===== config.mk =====
export PLATFORM = sky130hd
export DESIGN_NAME = ssprs_top
export DESIGN_NICKNAME = d
export VERILOG_FILES = /design/src/common/ssprs_pkg.sv /design/src/ssprs_buffer.sv /design/src/ssprs_top.sv
export SDC_FILE = /design/constraint.sdc
export NUM_CORES = 1
export LEC_CHECK = 0
export BUFFER_PORTS_ARGS = -buffer_cell sky130_fd_sc_hd__buf_2
export CORE_ASPECT_RATIO = 0.8
export CORE_MARGIN = 3
export CORE_UTILIZATION = 45
export CTS_CLUSTER_DIAMETER = 60
export DETAILED_ROUTE_END_ITERATION = 6
export GPL_TIMING_DRIVEN = 0
export PLACE_DENSITY = 0.68
export SKIP_LAST_GASP = 1
export SLEW_MARGIN = 20
export SYNTH_ARGS = -nofsm -noshare
export SYNTH_HDL_FRONTEND = slang
export SYNTH_HIERARCHICAL = 1
export SYNTH_SLANG_ARGS = --single-unit

===== constraint.sdc =====
create_clock -name clk_in -period 2.9 [get_ports clk_in]
set_input_delay 0.145 -clock clk_in [delete_from_list [all_inputs] [get_ports clk_in]]
set_output_delay 0.145 -clock clk_in [all_outputs]
set_load 0.1 [all_outputs]

===== src/common/ssprs_pkg.sv =====
// Shared constants and types for the serial port restart block
package ssprs_pkg;
	localparam int DATA_W = 8;
	localparam int RELOAD_W = 7;
	localparam int CTRL2_W = 8;
	localparam int BUF_DEPTH = 2;
	// Control-2 field positions, low five bits are the event requests
	localparam int CTRL2_RESTART_POS = 1;
	localparam int CTRL2_EVT_W = 5;
	localparam logic [7:0] CTRL2_RESET = 8'h00;
	localparam logic [7:0] BUF_RESET = 8'h00;
	localparam logic [6:0] RELOAD_RESET = 7'h00;
	localparam logic [6:0] RELOAD_RESTART_MASK = 7'h3F;
	typedef enum logic [2:0] {
		SSPRS_IDLE,
		SSPRS_SCL_LOW,
		SSPRS_SDA_HIGH,
		SSPRS_SCL_RISE,
		SSPRS_BOTH_HIGH,
		SSPRS_SDA_LOW
	} ssprs_state_t;
endpackage : ssprs_pkg


===== src/ssprs_buffer.sv =====
// Two-entry receive buffer with valid and ready on both sides
`timescale 1ns/1ns
`default_nettype none
module ssprs_buffer (
	input wire logic clk_in,
	input wire logic rst_n_in,
	input wire logic in_valid_in,
	output logic in_ready_out,
	input wire logic [ssprs_pkg::DATA_W-1:0] in_data_in,
	output logic out_valid_out,
	input wire logic out_ready_in,
	output logic [ssprs_pkg::DATA_W-1:0] out_data_out
);
	logic [ssprs_pkg::DATA_W-1:0] mem_q [ssprs_pkg::BUF_DEPTH];
	logic wr_ptr_q;
	logic rd_ptr_q;
	logic [1:0] count_q;
	logic push;
	logic pop;

	assign in_ready_out = (count_q != 2'h2);
	assign out_valid_out = (count_q != 2'h0);
	assign push = in_valid_in && in_ready_out;
	assign pop = out_valid_out && out_ready_in;

	always_ff @(posedge clk_in or negedge rst_n_in) begin
		if (!rst_n_in) begin
			mem_q[0] <= ssprs_pkg::BUF_RESET;
			mem_q[1] <= ssprs_pkg::BUF_RESET;
		end else if (push) begin
			mem_q[wr_ptr_q] <= in_data_in;
		end
	end

	always_ff @(posedge clk_in or negedge rst_n_in) begin
		if (!rst_n_in) begin
			wr_ptr_q <= 1'b0;
			rd_ptr_q <= 1'b0;
			count_q <= 2'h0;
		end else begin
			if (push)
				wr_ptr_q <= ~wr_ptr_q;
			if (pop)
				rd_ptr_q <= ~rd_ptr_q;
			count_q <= count_q + {1'b0, push} - {1'b0, pop};
		end
	end

	// Head word registered so the data output comes from flip-flops
	always_ff @(posedge clk_in or negedge rst_n_in) begin
		if (!rst_n_in) begin
			out_data_out <= ssprs_pkg::BUF_RESET;
		end else begin
			out_data_out <= mem_q[rd_ptr_q];
		end
	end
endmodule : ssprs_buffer
`default_nettype wire


===== src/ssprs_top.sv =====
// Serial port buffer handshake, pin setup and I2C repeated start sequencer
//
// Functional notes
// - Buffer-full sets when received data lands; a buffer read clears it.
// - Shift register is hidden; software only sees the serial buffer.
// - Enable bit hands pins to the port; reconfigure with enable low.
// - Restart begins only when requested while the logic is idle.
// - Drive SCL low and release SDA together; once low, load low six reload bits.
// - On expiry with SDA high release SCL; once high reload seven bits.
// - After one high period drive SDA low one period with SCL high.
// - Then clear restart request, stop reloading, keep SDA low.
// - Start-detected flag sets as soon as a start is seen on lines.
// - Interrupt flag waits until the final baud period expires.
// - SDA low when SCL rises during restart is a bus collision.
// - SCL low before SDA driven low during restart is a collision.
// - After eight bits and acknowledge, transfer continues with more.
// - Buffer write during restart sets write collision, keeps buffer.
// - Low five control-2 bits ignore writes until restart completes.
// - Port runs as SPI or I2C; I2C has master, slave modes.
`timescale 1ns/1ns
`default_nettype none
module ssprs_top (
	input wire logic clk_in,
	input wire logic rst_n_in,
	input wire logic port_enable_bit_in,
	input wire logic i2c_mode_in,
	input wire logic [ssprs_pkg::RELOAD_W-1:0] baud_reload_value_in,
	input wire logic ctrl2_wr_in,
	input wire logic [ssprs_pkg::CTRL2_W-1:0] ctrl2_wdata_in,
	output logic [ssprs_pkg::CTRL2_W-1:0] port_control_second_out,
	input wire logic buf_wr_in,
	input wire logic [ssprs_pkg::DATA_W-1:0] buf_wdata_in,
	input wire logic buf_rd_in,
	output logic [ssprs_pkg::DATA_W-1:0] serial_buffer_out,
	output logic [ssprs_pkg::DATA_W-1:0] tx_data_out,
	output logic tx_load_out,
	input wire logic rx_valid_in,
	output logic rx_ready_out,
	input wire logic [ssprs_pkg::DATA_W-1:0] rx_data_in,
	output logic buffer_full_flag_out,
	output logic write_collision_flag_out,
	input wire logic write_collision_clr_in,
	output logic port_interrupt_flag_out,
	input wire logic port_interrupt_clr_in,
	output logic start_seen_out,
	output logic bus_collision_out,
	input wire logic bus_collision_clr_in,
	output logic pins_assigned_out,
	input wire logic scl_in,
	output logic scl_out,
	output logic scl_oe_out,
	input wire logic sda_in,
	output logic sda_out,
	output logic sda_oe_out
);
	// ----------------------------------------------------------------
	// Pin synchronisers
	// ----------------------------------------------------------------
	logic [1:0] scl_sync_q;
	logic [1:0] sda_sync_q;
	logic scl_prev_q;
	logic sda_prev_q;
	logic scl_s;
	logic sda_s;

	always_ff @(posedge clk_in or negedge rst_n_in) begin
		if (!rst_n_in) begin
			scl_sync_q <= 2'h3;
			sda_sync_q <= 2'h3;
			scl_prev_q <= 1'b1;
			sda_prev_q <= 1'b1;
		end else begin
			scl_sync_q <= {scl_sync_q[0], scl_in};
			sda_sync_q <= {sda_sync_q[0], sda_in};
			scl_prev_q <= scl_sync_q[1];
			sda_prev_q <= sda_sync_q[1];
		end
	end
	assign scl_s = scl_sync_q[1];
	assign sda_s = sda_sync_q[1];

	// ----------------------------------------------------------------
	// Sequencer state and baud generator
	// ----------------------------------------------------------------
	ssprs_pkg::ssprs_state_t state_q;
	logic [ssprs_pkg::RELOAD_W-1:0] brg_q;
	logic brg_run_q;
	logic brg_done;
	logic busy;
	logic i2c_on;
	logic collide;
	logic seq_end;

	assign i2c_on = port_enable_bit_in && i2c_mode_in;
	assign busy = (state_q != ssprs_pkg::SSPRS_IDLE);
	assign brg_done = brg_run_q && (brg_q == 7'h00);
	assign seq_end = (state_q == ssprs_pkg::SSPRS_SDA_LOW) && brg_done;

	// Collision checks while the restart runs
	always_comb begin
		collide = 1'b0;
		if ((state_q == ssprs_pkg::SSPRS_SCL_RISE) && scl_s && !scl_prev_q
			&& !sda_s)
			collide = 1'b1;
		if ((state_q == ssprs_pkg::SSPRS_BOTH_HIGH) && !scl_s)
			collide = 1'b1;
	end

	logic restart_req;
	assign restart_req = port_control_second_out[ssprs_pkg::CTRL2_RESTART_POS];

	always_ff @(posedge clk_in or negedge rst_n_in) begin
		if (!rst_n_in) begin
			state_q <= ssprs_pkg::SSPRS_IDLE;
		end else if (!i2c_on || collide) begin
			state_q <= ssprs_pkg::SSPRS_IDLE;
		end else begin
			case (state_q)
				ssprs_pkg::SSPRS_IDLE:
					if (restart_req)
						state_q <= ssprs_pkg::SSPRS_SCL_LOW;
				ssprs_pkg::SSPRS_SCL_LOW:
					if (!scl_s)
						state_q <= ssprs_pkg::SSPRS_SDA_HIGH;
				ssprs_pkg::SSPRS_SDA_HIGH:
					if (brg_done && sda_s)
						state_q <= ssprs_pkg::SSPRS_SCL_RISE;
				ssprs_pkg::SSPRS_SCL_RISE:
					if (scl_s)
						state_q <= ssprs_pkg::SSPRS_BOTH_HIGH;
				ssprs_pkg::SSPRS_BOTH_HIGH:
					if (brg_done && sda_s)
						state_q <= ssprs_pkg::SSPRS_SDA_LOW;
				ssprs_pkg::SSPRS_SDA_LOW:
					if (brg_done)
						state_q <= ssprs_pkg::SSPRS_IDLE;
				default:
					state_q <= ssprs_pkg::SSPRS_IDLE;
			endcase
		end
	end

	// Baud generator: counts down, reloaded at each step
	always_ff @(posedge clk_in or negedge rst_n_in) begin
		if (!rst_n_in) begin
			brg_q <= ssprs_pkg::RELOAD_RESET;
			brg_run_q <= 1'b0;
		end else if (!i2c_on || collide) begin
			brg_run_q <= 1'b0;
		end else if (state_q == ssprs_pkg::SSPRS_SCL_LOW && !scl_s) begin
			brg_q <= baud_reload_value_in & ssprs_pkg::RELOAD_RESTART_MASK;
			brg_run_q <= 1'b1;
		end else if (state_q == ssprs_pkg::SSPRS_SCL_RISE && scl_s) begin
			brg_q <= baud_reload_value_in;
			brg_run_q <= 1'b1;
		end else if (state_q == ssprs_pkg::SSPRS_BOTH_HIGH && brg_done
			&& sda_s) begin
			brg_q <= baud_reload_value_in;
			brg_run_q <= 1'b1;
		end else if (seq_end) begin
			brg_run_q <= 1'b0;
		end else if (brg_run_q && brg_q != 7'h00) begin
			brg_q <= brg_q - 7'h01;
		end
	end

	// ----------------------------------------------------------------
	// Line drive (output enable high pulls the line low)
	// ----------------------------------------------------------------
	logic sda_hold_q;

	always_ff @(posedge clk_in or negedge rst_n_in) begin
		if (!rst_n_in) begin
			sda_hold_q <= 1'b0;
		end else if (!i2c_on || collide || restart_req && !busy) begin
			sda_hold_q <= 1'b0;
		end else if (seq_end) begin
			sda_hold_q <= 1'b1;
		end
	end

	assign pins_assigned_out = port_enable_bit_in;
	assign scl_out = 1'b0;
	assign sda_out = 1'b0;
	always_comb begin
		scl_oe_out = 1'b0;
		sda_oe_out = sda_hold_q;
		case (state_q)
			ssprs_pkg::SSPRS_SCL_LOW,
			ssprs_pkg::SSPRS_SDA_HIGH: begin
				scl_oe_out = 1'b1;
				sda_oe_out = 1'b0;
			end
			ssprs_pkg::SSPRS_SCL_RISE,
			ssprs_pkg::SSPRS_BOTH_HIGH:
				sda_oe_out = 1'b0;
			ssprs_pkg::SSPRS_SDA_LOW:
				sda_oe_out = 1'b1;
			default:
				sda_oe_out = sda_hold_q;
		endcase
	end

	// ----------------------------------------------------------------
	// Control register 2 and status flags
	// ----------------------------------------------------------------
	always_ff @(posedge clk_in or negedge rst_n_in) begin
		if (!rst_n_in) begin
			port_control_second_out <= ssprs_pkg::CTRL2_RESET;
		end else begin
			if (ctrl2_wr_in) begin
				port_control_second_out[7:5] <= ctrl2_wdata_in[7:5];
				if (!busy)
					port_control_second_out[4:0] <= ctrl2_wdata_in[4:0];
			end
			if (seq_end || collide)
				port_control_second_out[ssprs_pkg::CTRL2_RESTART_POS] <= 1'b0;
		end
	end

	always_ff @(posedge clk_in or negedge rst_n_in) begin
		if (!rst_n_in) begin
			start_seen_out <= 1'b0;
		end else if (!i2c_on) begin
			start_seen_out <= 1'b0;
		end else if (scl_s && sda_prev_q && !sda_s) begin
			start_seen_out <= 1'b1;
		end else if (scl_s && !sda_prev_q && sda_s) begin
			start_seen_out <= 1'b0;
		end
	end

	always_ff @(posedge clk_in or negedge rst_n_in) begin
		if (!rst_n_in) begin
			port_interrupt_flag_out <= 1'b0;
			bus_collision_out <= 1'b0;
			write_collision_flag_out <= 1'b0;
		end else begin
			if (seq_end || rx_valid_in && rx_ready_out)
				port_interrupt_flag_out <= 1'b1;
			else if (port_interrupt_clr_in)
				port_interrupt_flag_out <= 1'b0;
			if (collide)
				bus_collision_out <= 1'b1;
			else if (bus_collision_clr_in)
				bus_collision_out <= 1'b0;
			if (buf_wr_in && busy)
				write_collision_flag_out <= 1'b1;
			else if (write_collision_clr_in)
				write_collision_flag_out <= 1'b0;
		end
	end

	// ----------------------------------------------------------------
	// Serial buffer path
	// ----------------------------------------------------------------
	logic rxb_valid;
	logic [ssprs_pkg::DATA_W-1:0] rxb_data;
	logic take;
	logic take_q;

	// Buffer only takes the next word once software emptied it
	assign take = rxb_valid && !buffer_full_flag_out && !take_q;

	ssprs_buffer u_rx_buf (
		.clk_in(clk_in),
		.rst_n_in(rst_n_in),
		.in_valid_in(rx_valid_in),
		.in_ready_out(rx_ready_out),
		.in_data_in(rx_data_in),
		.out_valid_out(rxb_valid),
		.out_ready_in(take),
		.out_data_out(rxb_data)
	);

	// Flag and buffer change together, one cycle after the pop
	always_ff @(posedge clk_in or negedge rst_n_in) begin
		if (!rst_n_in) begin
			take_q <= 1'b0;
		end else begin
			take_q <= take;
		end
	end

	always_ff @(posedge clk_in or negedge rst_n_in) begin
		if (!rst_n_in) begin
			serial_buffer_out <= ssprs_pkg::BUF_RESET;
			buffer_full_flag_out <= 1'b0;
			tx_data_out <= ssprs_pkg::BUF_RESET;
			tx_load_out <= 1'b0;
		end else begin
			tx_load_out <= 1'b0;
			if (take_q) begin
				buffer_full_flag_out <= 1'b1;
			end else if (buf_rd_in) begin
				buffer_full_flag_out <= 1'b0;
			end
			if (take_q)
				serial_buffer_out <= rxb_data;
			if (buf_wr_in && !busy) begin
				serial_buffer_out <= buf_wdata_in;
				tx_data_out <= buf_wdata_in;
				tx_load_out <= 1'b1;
			end
		end
	end
endmodule : ssprs_top
`default_nettype wire


==> Word level (Yosys, flattened, before mapping) <==
Cells that the tools add are included.
{ "op_classes": {"n_addsub": 3, "order_cmp": 3, "eq_ne": 15, "n_mux": 47, "bitwise_logic": 6, "reduce_logical": 56} }
{ "op_table": {"columns": ["operator", "count"], "rows": [
  ["2-to-1 mux 8 bit", 6],
  ["2-to-1 mux 7 bit", 5],
  ["logical AND 1 bit", 24],
  ["2-to-1 mux 1 bit", 23],
  ["2-to-1 mux 3 bit", 7],
  ["one-hot mux 3 bit (6 select lines)", 1],
  ["bitwise mux 16 bit", 1],
  ["nonzero test 2 bit", 8],
  ["inequality test 3 bit, second input constant", 3],
  ["demux 8 bit (select 1 bit)", 1],
  ["logical NOT 1 bit", 8],
  ["logical NOT 7 bit", 1],
  ["nonzero test 7 bit", 1],
  ["subtractor 7 x 1 -> 7 bit, second input constant", 1],
  ["equality test 3 x 2 -> 1 bit, second input constant", 2],
  ["equality test 3 bit, second input constant", 2],
  ["inequality test 3 x 1 -> 1 bit, second input constant", 2],
  ["inequality test 3 x 2 -> 1 bit, second input constant", 2],
  ["AND reduction 6 bit", 1],
  ["nonzero test 5 bit", 1],
  ["greater-or-equal comparator 2 bit, second input constant", 2],
  ["logical OR 1 bit", 4],
  ["2-to-1 mux 2 bit", 2],
  ["inequality test 4 x 1 -> 1 bit, second input constant", 1],
  ["other kinds (16)", 21]
]} }
{ "totals": {"ff_bits": 77, "in_bits": 44, "out_inout_bits": 36} }

==> Depth between registers and ports, before layout <==
{ "depth": {"word_depth": 9, "depth_mapped": 8} }

==> Cells and area by module <==
Netlist, hierarchy kept.
{ "modules_own_cells": {"columns": ["module", "n_inst", "cells_per_inst", "area_per_inst_um2"], "rows": [
  ["ssprs_top", 1, 219, 2379.8],
  ["ssprs_buffer", 1, 68, 1172.4]
]} }

==> Worst setup path before layout <==
Ideal clock, no wire load.
{ "synth_path": {"path_kind": "reg2out", "startpoint": "reg state_q[0]", "endpoint": "out scl_oe_out", "arrival_ps": 1996, "required_time_ps": 2755, "slack_ps": 759, "path_stages_with_launch": 4, "path_cell_list": "dfrtp_1 -> buf_2 -> xnor2_1 -> nor2_1"} }
{ "synth_via": {"elab_chain_len": 3} }
{ "synth_rtl": {"columns": ["element", "line_no", "source"], "rows": [
  ["from (decl)", "ssprs_top.sv:85", "ssprs_pkg::ssprs_state_t state_q;"],
  ["from (signal assigned)", "ssprs_top.sv:114", "state_q <= ssprs_pkg::SSPRS_IDLE;"],
  ["from (signal assigned)", "ssprs_top.sv:116", "state_q <= ssprs_pkg::SSPRS_IDLE;"],
  ["from (signal assigned)", "ssprs_top.sv:121", "state_q <= ssprs_pkg::SSPRS_SCL_LOW;"],
  ["equality test 3 x 1 -> 1 bit / equality test 3 x 2 -> 1 bit (equally long branches)", "ssprs_top.sv:188", "case (state_q)"],
  ["OR reduction 2 bit *", "ssprs_top.sv:188", null],
  ["2-to-1 mux 1 bit *", "ssprs_top.sv:188", null],
  ["to (decl)", "ssprs_top.sv:51", "output logic scl_oe_out,"]
]} }
Every way passes the cells marked *; elsewhere a longest branch is shown, timed or not.

==> Worst setup path in the final report <==
{ "layout_path": {"startpoint": "reg state_q[2]", "endpoint": "out sda_oe_out"} }
{ "layout_via": {"elab_chain_len": 3} }
{ "layout_rtl": {"columns": ["element", "line_no", "source"], "rows": [
  ["equality test 3 x 2 -> 1 bit (tied with other cells)", "ssprs_top.sv:188", null],
  ["OR reduction 4 bit (no source line)", null, null],
  ["one-hot mux 1 bit (2 select lines) *", "ssprs_top.sv:188", null],
  ["to (decl)", "ssprs_top.sv:54", "output logic sda_oe_out"]
]} }
Marks and branches as above.

==> impl_results.md <==
- Post-synth EDFFs: 0
- HP Class: primary input to register
- Final Setup Violations: 0
- CP Max Fanout: 10
- Post-Synthesis Cells: 287
- First DRT Iteration DRCs: 133
- DRC: 0
- Status: completed
- Post-synthesis mux area share: 15.9%
- Pint: ~2.6 mW
- Final core occ: around three fifths
- Post-CTS setup buffers: 0
- Worst path cell trace: buf_4, nor3_1, a22o_1, buf_2
- Clock buffer count from CTS: 9
- Overflow after GRT: 0
- Number of top-level pins: 80
- PD cells: 995 nW/um^2
- Worst-Skew Late Latency: roughly 0.35 ns
- Routability cong.: 0.821
- Synth warn: 6
- Peak VDD IR: 516 uV
- I/O Buffers: 77
- Sw Ratio: between 30% and 40%
- TritonCTS clock tree: done
- Hold Slack: 0.0173 ns
- Fin crit period: 2.14 ns
- First-pass GRT wire length: 12500 microns
- Post-synthesis simple-gate area fraction: a little over an eighth
- Startpoint class of the critical path: register
- Number of diodes: 0
- Clock Skews: between 0.006 and 0.007 ns
- Area of the multi-input gates: 1470 sq um
- Yosys reg bits: 77
- Max Slew Vio Count: 0
- Worst Tran Pin Value: 0.723 ns
- Filler cells: approximately 640
- Switching pwr: 1.74 mW
- Largest family of logic cells by synthesized area: multiplexers
- Primary FF master, synth: dfrtp_1
- Reg area: 1930 sq um
- FP Rows: 28
- Relative slew slack: 51.8%
- Clock sinks: 77
- Placed instance area: 4100 sq um
- Final Hold Vio Count: 0
- Initial Util: 47.2%
- Width of the die: 105 microns
- Sequential-to-total area share from yosys stat: 54.5%
- Clock Power Share: about 23%
- Max cap viols: 0
- Max stage delay on crit path: 0.48 ns
- Synth Area in XOR/XNOR: 1.48%
- Reg2Reg Depth: 7
- Synthesized area: 3550 sq um
- Post-synth ARST share: 100%
- Core Box Area: 7530 sq um
- Largest net degree at the start of global routing: 42
- Adder-cell share of the synthesized area: 1.41%
- Clock slew at reported path FFs: 0.08 ns
- DIE AREA: ~9000 sq um
- Overall routing resource usage: 17.7%
- Area fraction in compound gates after synthesis: about 9.2%
- TNS Setup: 0 ns
- Worst Hold Path Cells: 3
- Static leakage: approximately 2.1 nW
- Final cycle utilization of the critical path: 73.9%
- Net count, final: between 400 and 500
- Avg WL per Cell: 15.0 microns
- Via density: between 5 and 6
- Unrepaired setup endpoints after global routing: no
- Number of global-route vias before repair: 2524
- CP Class: register to output port
- Layout area overhead: 23.7%
- Logic pwr share: 40.6%
- Critical-path top delay cell: nor3_1
- Crit path DAT: 2.00 ns
- Worst Path Required: 2.76 ns
- Design Area, Final: 4390 sq um
- Fmax achieved: roughly 470 MHz
- CTS root buf: clkbuf_8
- Hpwl dp: 5470 microns
- WL final: 7380 microns
- Synth Area per Inst: between 10 and 15 sq um
- Setup crit end kind: output port
- Share of cells above drive strength 1: 41.9%
- Seq pwr share: 36.7%
- CTS Buffer Depth: 2
- Routed via count: between 2000 and 2500
- Synth cell types: 59
- Initial antenna violation count: 0
- H-tree depth: 3
- First-pass DRT Iterations: 4
- Die H: 85.5 microns
- ANT nets after route: 0
-- state kept, by name (all words and copies together), names as in the netlist, 2 cells and up --
name	flops
state_q	3
brg_q	7
tx_data_out	8
serial_buffer_out	8
sda_sync_q	2
u_rx_buf/count_q	2
port_control_second_out	8
u_rx_buf/out_data_out	8
u_rx_buf/mem_q	16
scl_sync_q	2
-- layer usage --
metal	share of wire, %	track usage (%)	vias to the layer above
met2	45	26.0	86
met5	0	0	-
met4	0.62	5.96	0
met3	7.1	5.70	4
met1	48	24.7	1178
li1	-	-	1193
-- worst paths after layout --
check | startpoint | end | slack [ns]
max | state_q[2] | sda_oe_out | 0.76
min | buf_wdata_in[5] | tx_data_out[5] | 0.02
max reg2reg | brg_q[0] | brg_q[1] | 0.77
min reg2reg | sda_sync_q[0] | sda_sync_q[1] | 0.36
max in group asynchronous | rst_n_in | u_rx_buf/out_data_out[6] | 2.05
min in group asynchronous | rst_n_in | brg_q[5] | 0.29
-- stage by stage --
stage	power, mW	setup WS [ns]	cells
2_1_floorplan	3.05	0.759	288
3_3_place_gp	3.34	0.839	470
3_5_place_dp	3.41	0.782	471
4_1_cts	4.41	0.704	492
5_1_grt	4.60	0.601	492
6_report	4.37	0.756	492
-- area by class of cell --
type,count,area share [%]
Sequential cell,77,44.0
Multi-Input combinational cell,185,33.4
Timing Repair Buffer,83,10.4
Clock buffer,11,3.22
Tap cell,105,2.99
Buffer,15,2.53
Clock inverter,5,2.42
Inverter,11,0.940
-- critical path, delay by kind of cell (launching register included) --
family	cells	cell delay [ns]
flops	1	0.36
compound gates	1	0.23
buf+inv	2	0.58
simple gates	1	0.48
-- synth_stat cells, types with 2 or more instances --
master | count | share of area (%)
buf_4 | 5 | 1.1
a2bb2oi_1 | 3 | 0.74
nand3b_1 | 2 | 0.42
nand4_1 | 2 | 0.35
nor2_1 | 10 | 1.1
nand2_1 | 34 | 3.6
dfstp_2 | 6 | 4.4
buf_6 | 4 | 1.3
ha_1 | 4 | 1.4
mux2_4 | 16 | 6.8
o21ai_0 | 10 | 1.4
and2_1 | 3 | 0.53
inv_1 | 10 | 1.1
mux2_2 | 18 | 5.7
o22ai_1 | 3 | 0.53
a21oi_1 | 10 | 1.4
a221o_1 | 2 | 0.56
dfrtp_1 | 71 | 50
a21o_1 | 2 | 0.42
nand2b_1 | 2 | 0.35
or2_2 | 2 | 0.35
xnor2_1 | 5 | 1.2
nand3_1 | 6 | 0.85
and4_1 | 2 | 0.49
buf_2 | 5 | 0.70
nor3_1 | 6 | 0.85
mux2i_1 | 12 | 3.4
-- placed cells by master, fill, tap and decap left out, types with 3 or more instances in the layout --
cell type / Yosys / routed
inv_1: 10 / 10
a2bb2oi_1: 3 / 3
bufinv_16: 0 / 3
buf_2: 5 / 81
mux2_2: 18 / 18
clkbuf_8: 0 / 10
mux2i_1: 12 / 12
buf_6: 4 / 4
dlygate4sd3_1: 0 / 5
mux2_4: 16 / 16
nor3_1: 6 / 6
dfrtp_1: 71 / 71
o21ai_0: 10 / 10
buf_4: 5 / 6
nand3_1: 6 / 6
dfstp_2: 6 / 6
and2_1: 3 / 3
o22ai_1: 3 / 3
xnor2_1: 5 / 5
a21oi_1: 10 / 10
nor2_1: 10 / 10
nand2_1: 34 / 34
ha_1: 4 / 4
-- cell families after synthesis --
family,after synthesis
adder cells (fa/ha/maj),4
AND/OR/NAND/NOR,83
XOR/XNOR,6
multiplexers,46
buffers and inverters,26
AO/OA/AOI/OAI,44
other,1
flip-flops,77
-- power by group through the flow --
stage                     registers, mW  logic [mW]  clock network, mW
final                              1.60        1.78              0.990
after detailed placement           1.62        1.79                  0
after CTS                          1.61        1.79               1.01
after floorplan                    2.19       0.853                  0
after global placement             1.60        1.74                  0
after global routing               1.65        1.89               1.05
-- repair_timing --
action | in CTS | in global routing
hold buffers | 5 | 0
endpoints found under the hold margin | 34 | 0
gates resized for setup | 0 | 0
No activity file was read; power rests on OpenSTA's default activity.
